**src/core/smsp_pkg.sv**
```systemverilog
package smsp_pkg;

    // Register indices; byte address is four times the index
    localparam logic [6:0] IDX_GP_DIR = 7'h4C;
    localparam logic [6:0] IDX_GP_POL = 7'h4E;
    localparam logic [6:0] IDX_GP_PULL = 7'h50;
    localparam logic [6:0] IDX_GP_WMASK = 7'h52;
    localparam logic [6:0] IDX_GP_DATA = 7'h54;
    localparam logic [6:0] IDX_PWR_CLK = 7'h5C;
    localparam logic [6:0] IDX_PIN_ROLE = 7'h5E;
    localparam logic [6:0] IDX_GP_STICKY = 7'h60;

    // Field positions in the power and clock register
    localparam int unsigned PD_DEPTH_LSB = 0;
    localparam int unsigned CLK_EN_A_BIT = 4;
    localparam int unsigned CLK_EN_B_BIT = 5;
    localparam int unsigned XTAL_SEL_LSB = 8;

    // Field positions in the pin role register
    localparam int unsigned MIC_SEL_BIT = 0;
    localparam int unsigned WAKE_SEL_BIT = 1;
    localparam int unsigned MON_SEL_BIT = 2;
    localparam int unsigned MODE_LSB = 12;
    localparam int unsigned STRAP_DONE_BIT = 15;

    // Reset values
    localparam logic [7:0] GP_DIR_RST = 8'hFF;
    localparam logic [7:0] GP_PULL_RST = 8'hFF;
    localparam logic [7:0] GP_ZERO_RST = 8'h00;
    localparam logic [15:0] PWR_CLK_RST = 16'h0030;
    localparam logic [2:0] ROLE_RST = 3'h0;

    // AXI responses
    localparam logic [1:0] RESP_OKAY = 2'h0;
    localparam logic [1:0] RESP_SLVERR = 2'h2;

    // Serial interface modes; the position equals the codec identifier
    typedef enum logic [1:0] {
        SMSP_PRIMARY,
        SMSP_SEC_ID1,
        SMSP_SEC_ID2,
        SMSP_DSP
    } smsp_mode_t;

    // Strap levels {pin3, pin2} to mode
    function automatic smsp_mode_t strap_to_mode(input logic [1:0] s);
        return smsp_mode_t'(~s);
    endfunction

endpackage

```
**src/core/smsp_top.sv**
```systemverilog
`timescale 1ns/1ns

module smsp_top
    import smsp_pkg::*;
#(
    parameter int unsigned ADDR_W = 9,
    parameter int unsigned BCLK_HALF = 4
) (
    input wire logic core_clk,
    input wire logic sys_rst,
    // AXI4-Lite slave
    input wire logic [ADDR_W-1:0] s_axi_awaddr,
    input wire logic s_axi_awvalid,
    output logic s_axi_awready,
    input wire logic [31:0] s_axi_wdata,
    input wire logic [3:0] s_axi_wstrb,
    input wire logic s_axi_wvalid,
    output logic s_axi_wready,
    output logic [1:0] s_axi_bresp,
    output logic s_axi_bvalid,
    input wire logic s_axi_bready,
    input wire logic [ADDR_W-1:0] s_axi_araddr,
    input wire logic s_axi_arvalid,
    output logic s_axi_arready,
    output logic [31:0] s_axi_rdata,
    output logic [1:0] s_axi_rresp,
    output logic s_axi_rvalid,
    input wire logic s_axi_rready,
    // Pins
    input wire logic pwrdn_n_pin,
    input wire logic crystal_in,
    output logic clk_out_pin,
    input wire logic bit_clk_i,
    output logic bit_clk_o,
    output logic bit_clk_oe,
    input wire logic sync_i,
    output logic sync_o,
    output logic sync_oe,
    output logic sdata_to_ctrl,
    input wire logic sdata_from_ctrl,
    input wire logic [7:0] gp_i,
    output logic [7:0] gp_o,
    output logic [7:0] gp_oe,
    output logic [7:0] gp_pull_en,
    // Core side
    output smsp_mode_t mode,
    output logic mode_valid,
    output logic [1:0] codec_id,
    output logic bclk_rise,
    output logic frame_sync,
    input wire logic frame_sync_req,
    input wire logic tx_bit,
    output logic rx_bit,
    input wire logic monitor_bit,
    output logic mic_path_en,
    output logic crystal_needed,
    output logic [1:0] crystal_freq_select,
    output logic powered_down,
    output logic [1:0] pd_depth
);

    // Two-flop synchronisers for all pin inputs
    logic [4:0] pin_s1_q, pin_s2_q;
    logic [7:0] gp_s1_q, gp_s2_q;
    logic pwr_s3_q, bclk_s3_q;
    always_ff @(posedge core_clk or posedge sys_rst) begin
        if (sys_rst) begin
            pin_s1_q <= 5'h00;
            pin_s2_q <= 5'h00;
            gp_s1_q <= 8'hFF;
            gp_s2_q <= 8'hFF;
            pwr_s3_q <= 1'b0;
            bclk_s3_q <= 1'b0;
        end else begin
            pin_s1_q <= {sdata_from_ctrl, sync_i, bit_clk_i, crystal_in, pwrdn_n_pin};
            pin_s2_q <= pin_s1_q;
            gp_s1_q <= gp_i;
            gp_s2_q <= gp_s1_q;
            pwr_s3_q <= pin_s2_q[0];
            bclk_s3_q <= pin_s2_q[2];
        end
    end

    logic pwr_n, xtal_s, pwr_rise;
    assign pwr_n = pin_s2_q[0];
    assign xtal_s = pin_s2_q[1];
    // Release of power-down; held low at power-up by the controller
    assign pwr_rise = pwr_n & ~pwr_s3_q;

    // Mode capture on core clock only, cleared solely by power-on reset
    logic strap_done_q;
    smsp_mode_t mode_q;
    always_ff @(posedge core_clk or posedge sys_rst) begin
        if (sys_rst) begin
            strap_done_q <= 1'b0;
            mode_q <= SMSP_PRIMARY;
        end else if (pwr_rise && !strap_done_q) begin
            strap_done_q <= 1'b1;
            mode_q <= strap_to_mode(gp_s2_q[3:2]);
        end
    end
    // Later straps and power cycles leave the mode alone

    logic clk_master;
    assign mode = mode_q;
    assign mode_valid = strap_done_q;
    assign codec_id = mode_q;
    assign clk_master = (mode_q == SMSP_PRIMARY) || (mode_q == SMSP_DSP);

    // Registers
    logic [7:0] dir_q, pol_q, pull_q, wmask_q, dout_q, sticky_q;
    logic [15:0] pwr_clk_q;
    logic [2:0] role_q;
    logic wake_hit, wake_q;
    logic [7:0] wake_bits;
    logic wr_hit, rd_hit;
    logic [2:0] wr_sel, rd_sel;

    // AXI write channel holding
    logic aw_got_q, w_got_q;
    logic [ADDR_W-1:0] awaddr_q;
    logic [31:0] wdata_q;
    logic [3:0] wstrb_q;
    logic do_wr;
    assign s_axi_awready = !aw_got_q && !s_axi_bvalid;
    assign s_axi_wready = !w_got_q && !s_axi_bvalid;
    assign do_wr = aw_got_q && w_got_q;

    // Address decode: byte address must be an aligned register index
    function automatic logic [2:0] reg_sel(input logic [ADDR_W-1:0] a, output logic hit);
        logic [6:0] idx;
        idx = a[8:2];
        hit = (a[1:0] == 2'h0);
        reg_sel = 3'h0;
        unique case (idx)
            IDX_GP_DIR: reg_sel = 3'h0;
            IDX_GP_POL: reg_sel = 3'h1;
            IDX_GP_PULL: reg_sel = 3'h2;
            IDX_GP_WMASK: reg_sel = 3'h3;
            IDX_GP_DATA: reg_sel = 3'h4;
            IDX_PWR_CLK: reg_sel = 3'h5;
            IDX_PIN_ROLE: reg_sel = 3'h6;
            IDX_GP_STICKY: reg_sel = 3'h7;
            default: hit = 1'b0;
        endcase
    endfunction

    // Channel capture and write response
    always_ff @(posedge core_clk or posedge sys_rst) begin
        if (sys_rst) begin
            aw_got_q <= 1'b0;
            w_got_q <= 1'b0;
            awaddr_q <= '0;
            wdata_q <= 32'h0000_0000;
            wstrb_q <= 4'h0;
            s_axi_bvalid <= 1'b0;
            s_axi_bresp <= RESP_OKAY;
        end else begin
            if (s_axi_awvalid && s_axi_awready) begin
                aw_got_q <= 1'b1;
                awaddr_q <= s_axi_awaddr;
            end
            if (s_axi_wvalid && s_axi_wready) begin
                w_got_q <= 1'b1;
                wdata_q <= s_axi_wdata;
                wstrb_q <= s_axi_wstrb;
            end
            if (do_wr) begin
                aw_got_q <= 1'b0;
                w_got_q <= 1'b0;
                s_axi_bvalid <= 1'b1;
                s_axi_bresp <= wr_hit ? RESP_OKAY : RESP_SLVERR;
            end else if (s_axi_bvalid && s_axi_bready) begin
                s_axi_bvalid <= 1'b0;
            end
        end
    end

    // Decode of the held write address and the offered read address
    always_comb begin
        wr_sel = reg_sel(awaddr_q, wr_hit);
        rd_sel = reg_sel(s_axi_araddr, rd_hit);
    end

    // Writable registers with byte lane strobes; general pins start as pulled-up inputs
    logic we;
    assign we = do_wr && wr_hit;
    always_ff @(posedge core_clk or posedge sys_rst) begin
        if (sys_rst) begin
            dir_q <= GP_DIR_RST;
            pull_q <= GP_PULL_RST;
            pol_q <= GP_ZERO_RST;
            wmask_q <= GP_ZERO_RST;
            dout_q <= GP_ZERO_RST;
            pwr_clk_q <= PWR_CLK_RST;
            role_q <= ROLE_RST;
        end else if (we) begin
            unique case (wr_sel)
                3'h0: if (wstrb_q[0]) dir_q <= wdata_q[7:0];
                3'h1: if (wstrb_q[0]) pol_q <= wdata_q[7:0];
                3'h2: if (wstrb_q[0]) pull_q <= wdata_q[7:0];
                3'h3: if (wstrb_q[0]) wmask_q <= wdata_q[7:0];
                3'h4: if (wstrb_q[0]) dout_q <= wdata_q[7:0];
                3'h5: begin
                    if (wstrb_q[0]) pwr_clk_q[7:0] <= wdata_q[7:0];
                    if (wstrb_q[1]) pwr_clk_q[15:8] <= wdata_q[15:8];
                end
                3'h6: if (wstrb_q[0]) role_q <= wdata_q[2:0];
                3'h7: ;
            endcase
        end
    end

    // Sticky wake flags: set wins over write-one-to-clear
    always_ff @(posedge core_clk or posedge sys_rst) begin
        if (sys_rst) begin
            sticky_q <= GP_ZERO_RST;
        end else begin
            sticky_q <= (sticky_q & ~((we && wr_sel == 3'h7 && wstrb_q[0]) ? wdata_q[7:0] : 8'h00))
                        | wake_bits;
        end
    end

    // Read channel
    logic [15:0] rd_val;
    always_comb begin
        rd_val = 16'h0000;
        unique case (rd_sel)
            3'h0: rd_val = {8'h00, dir_q};
            3'h1: rd_val = {8'h00, pol_q};
            3'h2: rd_val = {8'h00, pull_q};
            3'h3: rd_val = {8'h00, wmask_q};
            3'h4: rd_val = {8'h00, gp_s2_q};
            3'h5: rd_val = pwr_clk_q;
            3'h6: begin
                rd_val[2:0] = role_q;
                rd_val[MODE_LSB +: 2] = mode_q;
                rd_val[STRAP_DONE_BIT] = strap_done_q;
            end
            3'h7: rd_val = {8'h00, sticky_q};
        endcase
    end

    assign s_axi_arready = !s_axi_rvalid;
    always_ff @(posedge core_clk or posedge sys_rst) begin
        if (sys_rst) begin
            s_axi_rvalid <= 1'b0;
            s_axi_rdata <= 32'h0000_0000;
            s_axi_rresp <= RESP_OKAY;
        end else if (s_axi_arvalid && s_axi_arready) begin
            s_axi_rvalid <= 1'b1;
            s_axi_rdata <= rd_hit ? {16'h0000, rd_val} : 32'h0000_0000;
            s_axi_rresp <= rd_hit ? RESP_OKAY : RESP_SLVERR;
        end else if (s_axi_rvalid && s_axi_rready) begin
            s_axi_rvalid <= 1'b0;
        end
    end

    // Wake detection: masked pins at their selected level
    assign wake_bits = wmask_q & ~(gp_s2_q ^ pol_q);
    assign wake_hit = |wake_bits;
    always_ff @(posedge core_clk or posedge sys_rst) begin
        if (sys_rst) begin
            wake_q <= 1'b0;
        end else begin
            wake_q <= wake_hit;
        end
    end

    // General pin roles; strap pins stay passive inputs until the first release
    logic mic_sel, wake_sel, mon_sel;
    assign mic_sel = role_q[MIC_SEL_BIT];
    assign wake_sel = role_q[WAKE_SEL_BIT];
    assign mon_sel = role_q[MON_SEL_BIT];
    assign mic_path_en = mic_sel;
    always_comb begin
        gp_o = dout_q;
        gp_oe = ~dir_q;
        gp_pull_en = pull_q;
        gp_oe[1] = 1'b0;
        if (wake_sel) begin
            gp_o[3] = wake_q;
            gp_oe[3] = 1'b1;
        end
        if (mon_sel) begin
            gp_o[4] = monitor_bit;
            gp_oe[4] = 1'b1;
        end
        if (!strap_done_q) begin
            gp_oe[3:2] = 2'h0;
            gp_pull_en[3:2] = 2'h3;
        end
    end

    // Bit clock divider for the master modes
    logic [$clog2(BCLK_HALF+1)-1:0] bdiv_q;
    logic bclk_q;
    always_ff @(posedge core_clk or posedge sys_rst) begin
        if (sys_rst) begin
            bdiv_q <= '0;
            bclk_q <= 1'b0;
        end else if (strap_done_q && clk_master) begin
            if (bdiv_q == BCLK_HALF[$bits(bdiv_q)-1:0] - 1'b1) begin
                bdiv_q <= '0;
                bclk_q <= ~bclk_q;
            end else begin
                bdiv_q <= bdiv_q + 1'b1;
            end
        end
    end

    // Link pin directions follow the latched mode
    assign bit_clk_oe = strap_done_q && clk_master;
    assign bit_clk_o = bclk_q;
    assign sync_oe = strap_done_q && (mode_q == SMSP_DSP);
    assign bclk_rise = bit_clk_oe ? (bdiv_q == '0 && bclk_q) : (pin_s2_q[2] & ~bclk_s3_q);
    assign frame_sync = sync_oe ? sync_o : pin_s2_q[3];
    assign rx_bit = pin_s2_q[4];

    // Registered serial outputs
    always_ff @(posedge core_clk or posedge sys_rst) begin
        if (sys_rst) begin
            sync_o <= 1'b0;
            sdata_to_ctrl <= 1'b0;
            clk_out_pin <= 1'b0;
        end else begin
            sync_o <= frame_sync_req && sync_oe;
            sdata_to_ctrl <= tx_bit;
            clk_out_pin <= xtal_s && pwr_clk_q[CLK_EN_A_BIT] && pwr_clk_q[CLK_EN_B_BIT];
        end
    end

    // Clocking and power status
    assign crystal_needed = clk_master || wake_sel;
    assign crystal_freq_select = pwr_clk_q[XTAL_SEL_LSB +: 2];
    assign powered_down = !pwr_n;
    assign pd_depth = pwr_clk_q[PD_DEPTH_LSB +: 2];

    // Checks
    a_mode_capture: assert property (@(posedge core_clk) disable iff (sys_rst)
        pwr_rise && !strap_done_q |=> strap_done_q && mode_q == strap_to_mode($past(gp_s2_q[3:2])))
        else $error("strap mode not captured");
    a_mode_frozen: assert property (@(posedge core_clk) disable iff (sys_rst)
        strap_done_q |=> strap_done_q && $stable(mode_q))
        else $error("mode changed after capture");
    a_first_only: assert property (@(posedge core_clk) disable iff (sys_rst)
        !strap_done_q && !pwr_rise |=> !strap_done_q)
        else $error("capture without release");
    a_strap_quiet: assert property (@(posedge core_clk) disable iff (sys_rst)
        !strap_done_q |-> gp_oe[3:2] == 2'h0 && gp_pull_en[3:2] == 2'h3)
        else $error("strap pins driven before capture");
    a_bclk_dir: assert property (@(posedge core_clk) disable iff (sys_rst)
        strap_done_q |-> bit_clk_oe == (codec_id == 2'h0 || codec_id == 2'h3))
        else $error("bit clock direction wrong");
    a_sync_dir: assert property (@(posedge core_clk) disable iff (sys_rst)
        sync_oe |-> strap_done_q && codec_id == 2'h3 && bit_clk_oe)
        else $error("sync direction wrong");
    a_wake_drive: assert property (@(posedge core_clk) disable iff (sys_rst)
        strap_done_q && wake_sel && wake_hit ##1 wake_sel |-> gp_o[3] && gp_oe[3])
        else $error("wake output not raised");
    a_clk_gate: assert property (@(posedge core_clk) disable iff (sys_rst)
        !pwr_clk_q[CLK_EN_A_BIT] |=> !clk_out_pin)
        else $error("clock output not gated");
    a_mic_role: assert property (@(posedge core_clk) disable iff (sys_rst)
        mic_path_en |-> !gp_oe[1])
        else $error("mic pin driven");
    a_sdata_path: assert property (@(posedge core_clk) disable iff (sys_rst)
        1'b1 |=> sdata_to_ctrl == $past(tx_bit))
        else $error("serial data not forwarded");
    a_gp_default: assert property (@(posedge core_clk) disable iff (sys_rst)
        $fell(sys_rst) |-> gp_oe == 8'h00 && gp_pull_en == 8'hFF)
        else $error("general pins not inputs after reset");

    c_dsp_mode: cover property (@(posedge core_clk) disable iff (sys_rst)
        pwr_rise && !strap_done_q ##1 mode_q == SMSP_DSP);
    c_secondary: cover property (@(posedge core_clk) disable iff (sys_rst)
        strap_done_q && mode_q == SMSP_SEC_ID2 && bclk_rise);
    c_second_release: cover property (@(posedge core_clk) disable iff (sys_rst)
        strap_done_q && pwr_rise);
    c_wake_out: cover property (@(posedge core_clk) disable iff (sys_rst)
        wake_sel && gp_o[3]);

endmodule

```
**config.mk**
```make
export PLATFORM = sky130hd
export DESIGN_NAME = smsp_top
export DESIGN_NICKNAME = d
export VERILOG_FILES = /design/src/core/smsp_pkg.sv /design/src/core/smsp_top.sv
export SDC_FILE = /design/constraint.sdc
export NUM_CORES = 1
export LEC_CHECK = 0
export ABC_AREA = 0
export BUFFER_PORTS_ARGS = -buffer_cell sky130_fd_sc_hd__buf_2
export CORE_MARGIN = 2
export CORE_UTILIZATION = 54
export CTS_CLUSTER_DIAMETER = 80
export CTS_CLUSTER_SIZE = 16
export DETAILED_ROUTE_END_ITERATION = 6
export PLACE_DENSITY = 0.87
export REMOVE_ABC_BUFFERS = 1
export SYNTH_ARGS = -nofsm -noshare
export SYNTH_HDL_FRONTEND = slang
export SYNTH_SLANG_ARGS = --single-unit
```
**constraint.sdc**
```tcl
create_clock -name core_clk -period 4.9 [get_ports core_clk]
set_input_delay 0.245 -clock core_clk [delete_from_list [all_inputs] [get_ports core_clk]]
set_output_delay 0.245 -clock core_clk [all_outputs]
set_load 0.02 [all_outputs]
```
==> flow_summary.yaml, run 1 <==
run_status:
  status: "finished, final reports clean"
timing:
  setup_viol: 0
  finalCritPeriodShare_pct: 48.7
  tightest_slew_ns: 0.979
  rsz0062_at_grt: "false"
  slew_headroom_pct: 34.7
  hold_viol: 0
  fin_crit_ns: 2.39
  timing.fmax_mhz: 419
  setup-tns-final_ns: 0
  finalMaxSlewViolations: 0
  skew_ns: 0.00859
place:
  portBuffers: 125
  gp_congestion: 0.898
  dp_cells: 850
  dp_hpwl_um: 11500
worst_setup_path:
  r2r_slack_ns: 2.51
  start_kind: "register"
  crit_fanout: 10
  cp-end-kind: "register"
  crit_path_start: "awaddr_q[6]"
  reg2reg_depth: 4
  crit_required_ns: 5.20
  critPathArrivalTime_ns: 2.69
  r2r-start: "awaddr_q[6]"
  worstReg2RegEnd: "pol_q[6]"
  crit_type: "reg -> reg"
pwr:
  power_frac_comb_pct: 19.4
  seqPwrFrac_pct: 44.3
  clkPwrFrac_pct: 36.3
  irDropWorstVdd_v: 0.000355
  switchingPower_w: 0.00113
  power_density_mw_per_mm2: 454
  internal-power_w: 0.00273
  swShare_pct: 29.4
  p_leak_nw: 4.04
drt:
  m1WireLength_um: 7090
  first_pass_iters: 6
  met2_length_um: 8350
  highest_layer: "met4"
  drc_errors: 0
  met3_length_um: 1210
  dr.first_iter.drc_count: 440
  viasPerCell: 5.73
  wl_per_cell_um: 19.0
  wirelength_um: 17100
  antenna_left: 0
  vias: 5145
global_route:
  globalRouteTotalUtil_pct: 25.0
  grt_max_degree: 112
  grt_pass1_wl_um: 27300
  antenna_found_initial: 0
  first_global_vias: 5273
  grt_overflow: 0
run:
  maxCapViolCount: 0
die:
  rows: 42
  die_x_um: 119
  start_util_pct: 54.7
  core_mm2: 0.0131
  top_level_ports: 163
  fp.dieH_um: 119
  dieArea_mm2: 0.0142
final_layout:
  nets: 789
  diodes: 0
  drive_gt1_share_pct: 40.2
  fin_cells: 898
  area_delta_synth_final_pct: 18.9
synth:
  ys_ff_latch: 155
  synth_enable_flop_cells: 0
  netlist_area_mm2: 0.00716
  yosys_most_used_dff: "dfrtp_1"
  ys_seq_area_share_pct: 54.7
  synthCells: 586
  async_reset_ff_share_pct: 100
  synth.area.top_cells: "dfrtp_1 (42%), mux2_2 (13%), dfstp_2 (12%)"
  synth_cell_types: 69
  ys_warn_count: 0
  ys_top_cells_by_count: "dfrtp_1 (121), mux2_2 (81), nand2_1 (44)"
  syn-mean-instance-area_um2: 12.2
  synth_top_area_share_pct: 42.3
  synth_top_area_cell: "dfrtp_1"
  yosysMostFrequentCell: "dfrtp_1"
clock_tree:
  cts_buffers: 17
  cts_tree: "built"
  cts_setup_buffers: 0
  cts_root_buffer: "clkbuf_16"
  cts_sinks: 155
  clk_latency_ns: 0.42
  cts_max_path_buffers: 2
  htreeDepth: 4
  clk_pin_slew_ns: 0.06
min_path:
  min_path_type: "in -> async"
==> state kept, by name (all words and copies together), names as in the netlist, 2 cells and up <==
name,count
pull_q,8
pin_s2_q,5
s_axi_rdata,16
gp_s1_q,8
pol_q,8
pwr_clk_q,16
sticky_q,8
wmask_q,8
dir_q,8
role_q,3
awaddr_q,9
codec_id,2
wstrb_q,2
dout_q,8
pin_s1_q,5
wdata_q,16
gp_s2_q,8
bdiv_q,3
==> per-layer routing <==
metal	global-route usage, %	up-vias
li1	-	2285
met1	32.7	2573
met2	40.2	237
met3	5.84	50
met4	10.4	0
met5	0	-
==> stage by stage <==
step / hold slack, ns / power (W) / cell area (µm²) / utilization (%) / setup slack (ns)
6_report: 0.0304 / 0.00387 / 8520 / 65.1 / 2.51
5_1_grt: 0.0352 / 0.00404 / 8520 / 65.1 / 2.43
4_1_cts: 0.0175 / 0.00388 / 8520 / 65.1 / 2.55
3_5_place_dp: 0.335 / 0.00247 / 7720 / 59.0 / 2.53
3_3_place_gp: 0.332 / 0.00240 / 7720 / 59.0 / 2.50
2_1_floorplan: 0.249 / 0.00220 / 6850 / - / 0.533
==> layout by cell type (no fill, tap or decap), types with 16 or more instances in the layout <==
cell           netlist  layout
nand2_1             44      44
mux2i_1             19      19
conb_1               1      19
inv_1               31      30
dfstp_2             34      34
dlygate4sd3_1        0      16
buf_2                5     125
mux2_2              81      81
o21ai_0             23      23
dfrtp_1            121     121
clkbuf_16            0      17
==> power by group through the flow <==
| stage | registers, W | clock network, W | logic, W |
|---|---|---|---|
| CTS | 0.00170 | 0.00142 | 0.000756 |
| finish | 0.00171 | 0.00140 | 0.000750 |
| floorplan | 0.00169 | 0 | 0.000514 |
| detailed placement | 0.00172 | 0 | 0.000741 |
| global route | 0.00174 | 0.00148 | 0.000825 |
| global placement | 0.00170 | 0 | 0.000702 |
==> critical path, cell delays in order (launching register included) <==
cell,delay [ns]
dfrtp_1,0.50
or4bb_1,0.27
o211ai_4,0.15
a2111oi_4,0.91
mux2_2,0.43
==> what timing repair did <==
item | in CTS | in global routing
hold buffers | 16 | 0
endpoints found under the hold margin | 16 | 0
gates resized for setup | 0 | 0
==> final cells by class <==
cell class,count,area (µm²)
Inverter,31,121
Clock inverter,6,135
Clock buffer,26,499
Timing Repair Buffer,144,808
Multi-Input combinational cell,360,2810
Tap cell,176,220
Sequential cell,155,3920
Fill cell,993,4570
==> how the worst max path moves through the flow <==
| stage | slack (ns) | cells past startpoint | end |
|---|---|---|---|
| finish | 2.51 | 4 | pol_q[6] |
| detailed placement | 2.53 | 5 | s_axi_rdata[6] |
| global route | 2.43 | 5 | bclk_rise |
| global placement | 2.50 | 5 | s_axi_rdata[4] |
| floorplan | 0.53 | 1 | aw_got_q |
| CTS | 2.55 | 4 | pol_q[6] |
==> logic make-up (layout without fill, tap and decap cells) <==
group | after synthesis | after routing | synth area share [%]
flip-flops | 155 | 155 | 54.7
multiplexers | 100 | 100 | 15.4
XOR/XNOR | 11 | 11 | 1.35
AND/OR/NAND/NOR | 149 | 149 | 12.7
AO/OA/AOI/OAI | 78 | 78 | 8.30
other | 1 | 19 | 0.0524
buffers and inverters | 89 | 207 | 6.95
adder cells (fa/ha/maj) | 3 | 3 | 0.524
No activity file was read; power rests on OpenSTA's default activity.
==> run 2, diff against run 1 <==
--- a/config.mk
+++ b/config.mk
@@ -8,11 +8,11 @@
 export ABC_AREA = 0
 export BUFFER_PORTS_ARGS = -buffer_cell sky130_fd_sc_hd__buf_2
 export CORE_MARGIN = 2
-export CORE_UTILIZATION = 54
+export CORE_UTILIZATION = 49
 export CTS_CLUSTER_DIAMETER = 80
 export CTS_CLUSTER_SIZE = 16
 export DETAILED_ROUTE_END_ITERATION = 6
-export PLACE_DENSITY = 0.87
+export PLACE_DENSITY = 0.83
 export REMOVE_ABC_BUFFERS = 1
 export SYNTH_ARGS = -nofsm -noshare
 export SYNTH_HDL_FRONTEND = slang
==> constraint.sdc (replaced) <==
create_clock -name core_clk -period 1.94 [get_ports core_clk]
set_input_delay 0.097 -clock core_clk [delete_from_list [all_inputs] [get_ports core_clk]]
set_output_delay 0.097 -clock core_clk [all_outputs]
set_load 0.02 [all_outputs]
==> flow_summary.yaml, run 2 (synthesized netlist as in run 1, its figures left out) <==
run_status:
  status: "finished, violations left"
  violations: "negative setup slack"
worst_setup_path:
  cp_slowest_stage_delay_ns: 0.55
  cp-end-kind: "register"
  r2r_slack_ns: -0.05
  critPathArrivalTime_ns: 2.34
  crit_required_ns: 2.29
  start_kind: "register"
  crit_fanout: 8
  crit_type: "reg -> reg"
  path_cells: "or4b_4 -> o211ai_4 -> nand4b_4 -> mux2_4"
  cp_slowest_cell: "or4b_4"
final_layout:
  nets: 875
  drive_gt1_share_pct: 43.6
  diodes: 0
  final_area_mm2: 0.00937
  area_delta_synth_final_pct: 30.7
  final_cell_mix: "buf_2 (125), dfrtp_1 (121), mux2_2 (65), buf_4 (53), dlygate4sd3_1 (45)"
  layout_commonest_cell: "buf_2"
  n_fill_cell: 1083
  reg_top3: "pwr_clk_q x16, s_axi_rdata x16, wdata_q x16"
global_route:
  top_usage_layer: "met2"
  globalRouteTotalUtil_pct: 24.7
  use_met1_pct: 30.8
  grt_util_met3_pct: 6.40
  antenna_found_initial: 0
  grt_use_met2_pct: 41.2
  grt_overflow: 0
  first_global_vias: 5759
  grt_max_degree: 59
  grt_pass1_wl_um: 30100
pwr:
  p_leak_nw: 4.50
  swShare_pct: 30.1
  clkPwrFrac_pct: 33.5
  switchingPower_w: 0.00307
  irDropWorstVdd_v: 0.000828
  seqPwrFrac_pct: 41.5
  power_density_mw_per_mm2: 1090
  internal-power_w: 0.00714
  power_frac_comb_pct: 25.0
  finalPower_w: 0.0102
die:
  dieArea_mm2: 0.0156
  start_util_pct: 49.7
  rows: 44
  core_mm2: 0.0144
  top_level_ports: 163
  fp.dieH_um: 125
  die_x_um: 125
timing:
  timing.fmax_mhz: 502
  fin_crit_ns: 1.99
  rsz0062_at_grt: "true"
  tightest_slew_ns: 0.755
  slew_headroom_pct: 49.7
  setup_viol: 30
  whs_ns: 0.149
  setup-tns-final_ns: -0.704
  finalMaxSlewViolations: 0
  fin_ws_ns: -0.0514
  finalCritPeriodShare_pct: 103
  hold_viol: 0
  skew_ns: 0.00913
clock_tree:
  cts_max_path_buffers: 2
  clk_latency_ns: 0.43
  cts_sinks: 155
  cts_tree: "built"
  clk_pin_slew_ns: 0.06
  cts_buffers: 17
  cts_root_buffer: "clkbuf_16"
  htreeDepth: 4
drt:
  dr.first_iter.drc_count: 471
  antenna_left: 0
  first_pass_iters: 6
  wl_per_cell_um: 19.1
  wirelength_um: 18900
  vias: 5488
  drc_errors: 0
  viasPerCell: 5.53
place:
  gp_congestion: 0.940
  dp_hpwl_um: 12900
  placed_area_mm2: 0.00815
  portBuffers: 125
  place_ws_ns: -0.222
min_path:
  min_path_type: "in -> reg"
run:
  maxCapViolCount: 0
==> run 2: power by group through the flow <==
stage | clock (W) | sequential (W) | combinational, W
6_report | 0.00342 | 0.00424 | 0.00255
5_1_grt | 0.00364 | 0.00430 | 0.00278
4_1_cts | 0.00348 | 0.00421 | 0.00247
3_5_place_dp | 0 | 0.00427 | 0.00229
3_3_place_gp | 0 | 0.00423 | 0.00217
2_1_floorplan | 0 | 0.00426 | 0.00130
==> run 2: final timing paths <==
kind / from / end / cells past startpoint
setup / recovery: awaddr_q[4] / pull_q[2] / 4
hold / removal: s_axi_araddr[3] / s_axi_rdata[7] / 3
setup reg to reg: awaddr_q[4] / pull_q[2] / 4
hold reg to reg: pin_s1_q[1] / pin_s2_q[1] / 0
max in group asynchronous: sys_rst / gp_s2_q[1] / 4
min in group asynchronous: sys_rst / s_axi_bvalid / 3
==> run 2: repair_timing <==
action	in CTS	in global routing
hold buffers	45	0
endpoints found under the hold margin	82	0
setup endpoints to repair	33	49
pin swaps	5	1
buffers inserted	5	3
gates resized for setup	11	11
gates cloned	0	0
==> run 2: through the flow <==
stage	cells	utilization, %
2_1_floorplan	546	-
3_3_place_gp	907	56.5
3_5_place_dp	907	56.5
4_1_cts	989	64.4
5_1_grt	992	64.9
6_report	992	64.9
==> run 2: area by class of cell <==
cell class | instances | area (µm²) | area share (%)
Clock buffer | 22 | 474 | 5.06
Clock inverter | 10 | 139 | 1.48
Inverter | 31 | 121 | 1.30
Multi-Input combinational cell | 360 | 2890 | 30.9
Sequential cell | 155 | 3920 | 41.9
Tap cell | 184 | 230 | 2.46
Timing Repair Buffer | 230 | 1590 | 17.0
==> run 2: per-layer routing <==
layer / wire length [µm] / up-vias
met5: 0 / -
met2: 9600 / 247
met3: 1240 / 44
li1: - / 2451
met1: 7600 / 2746
met4: 503 / 0
==> run 2: critical path, delay by kind of cell, from the launching register on <==
family          cells  cell delay, ns
simple gates        2            0.90
flops               1            0.40
mux                 1            0.34
compound gates      1            0.28
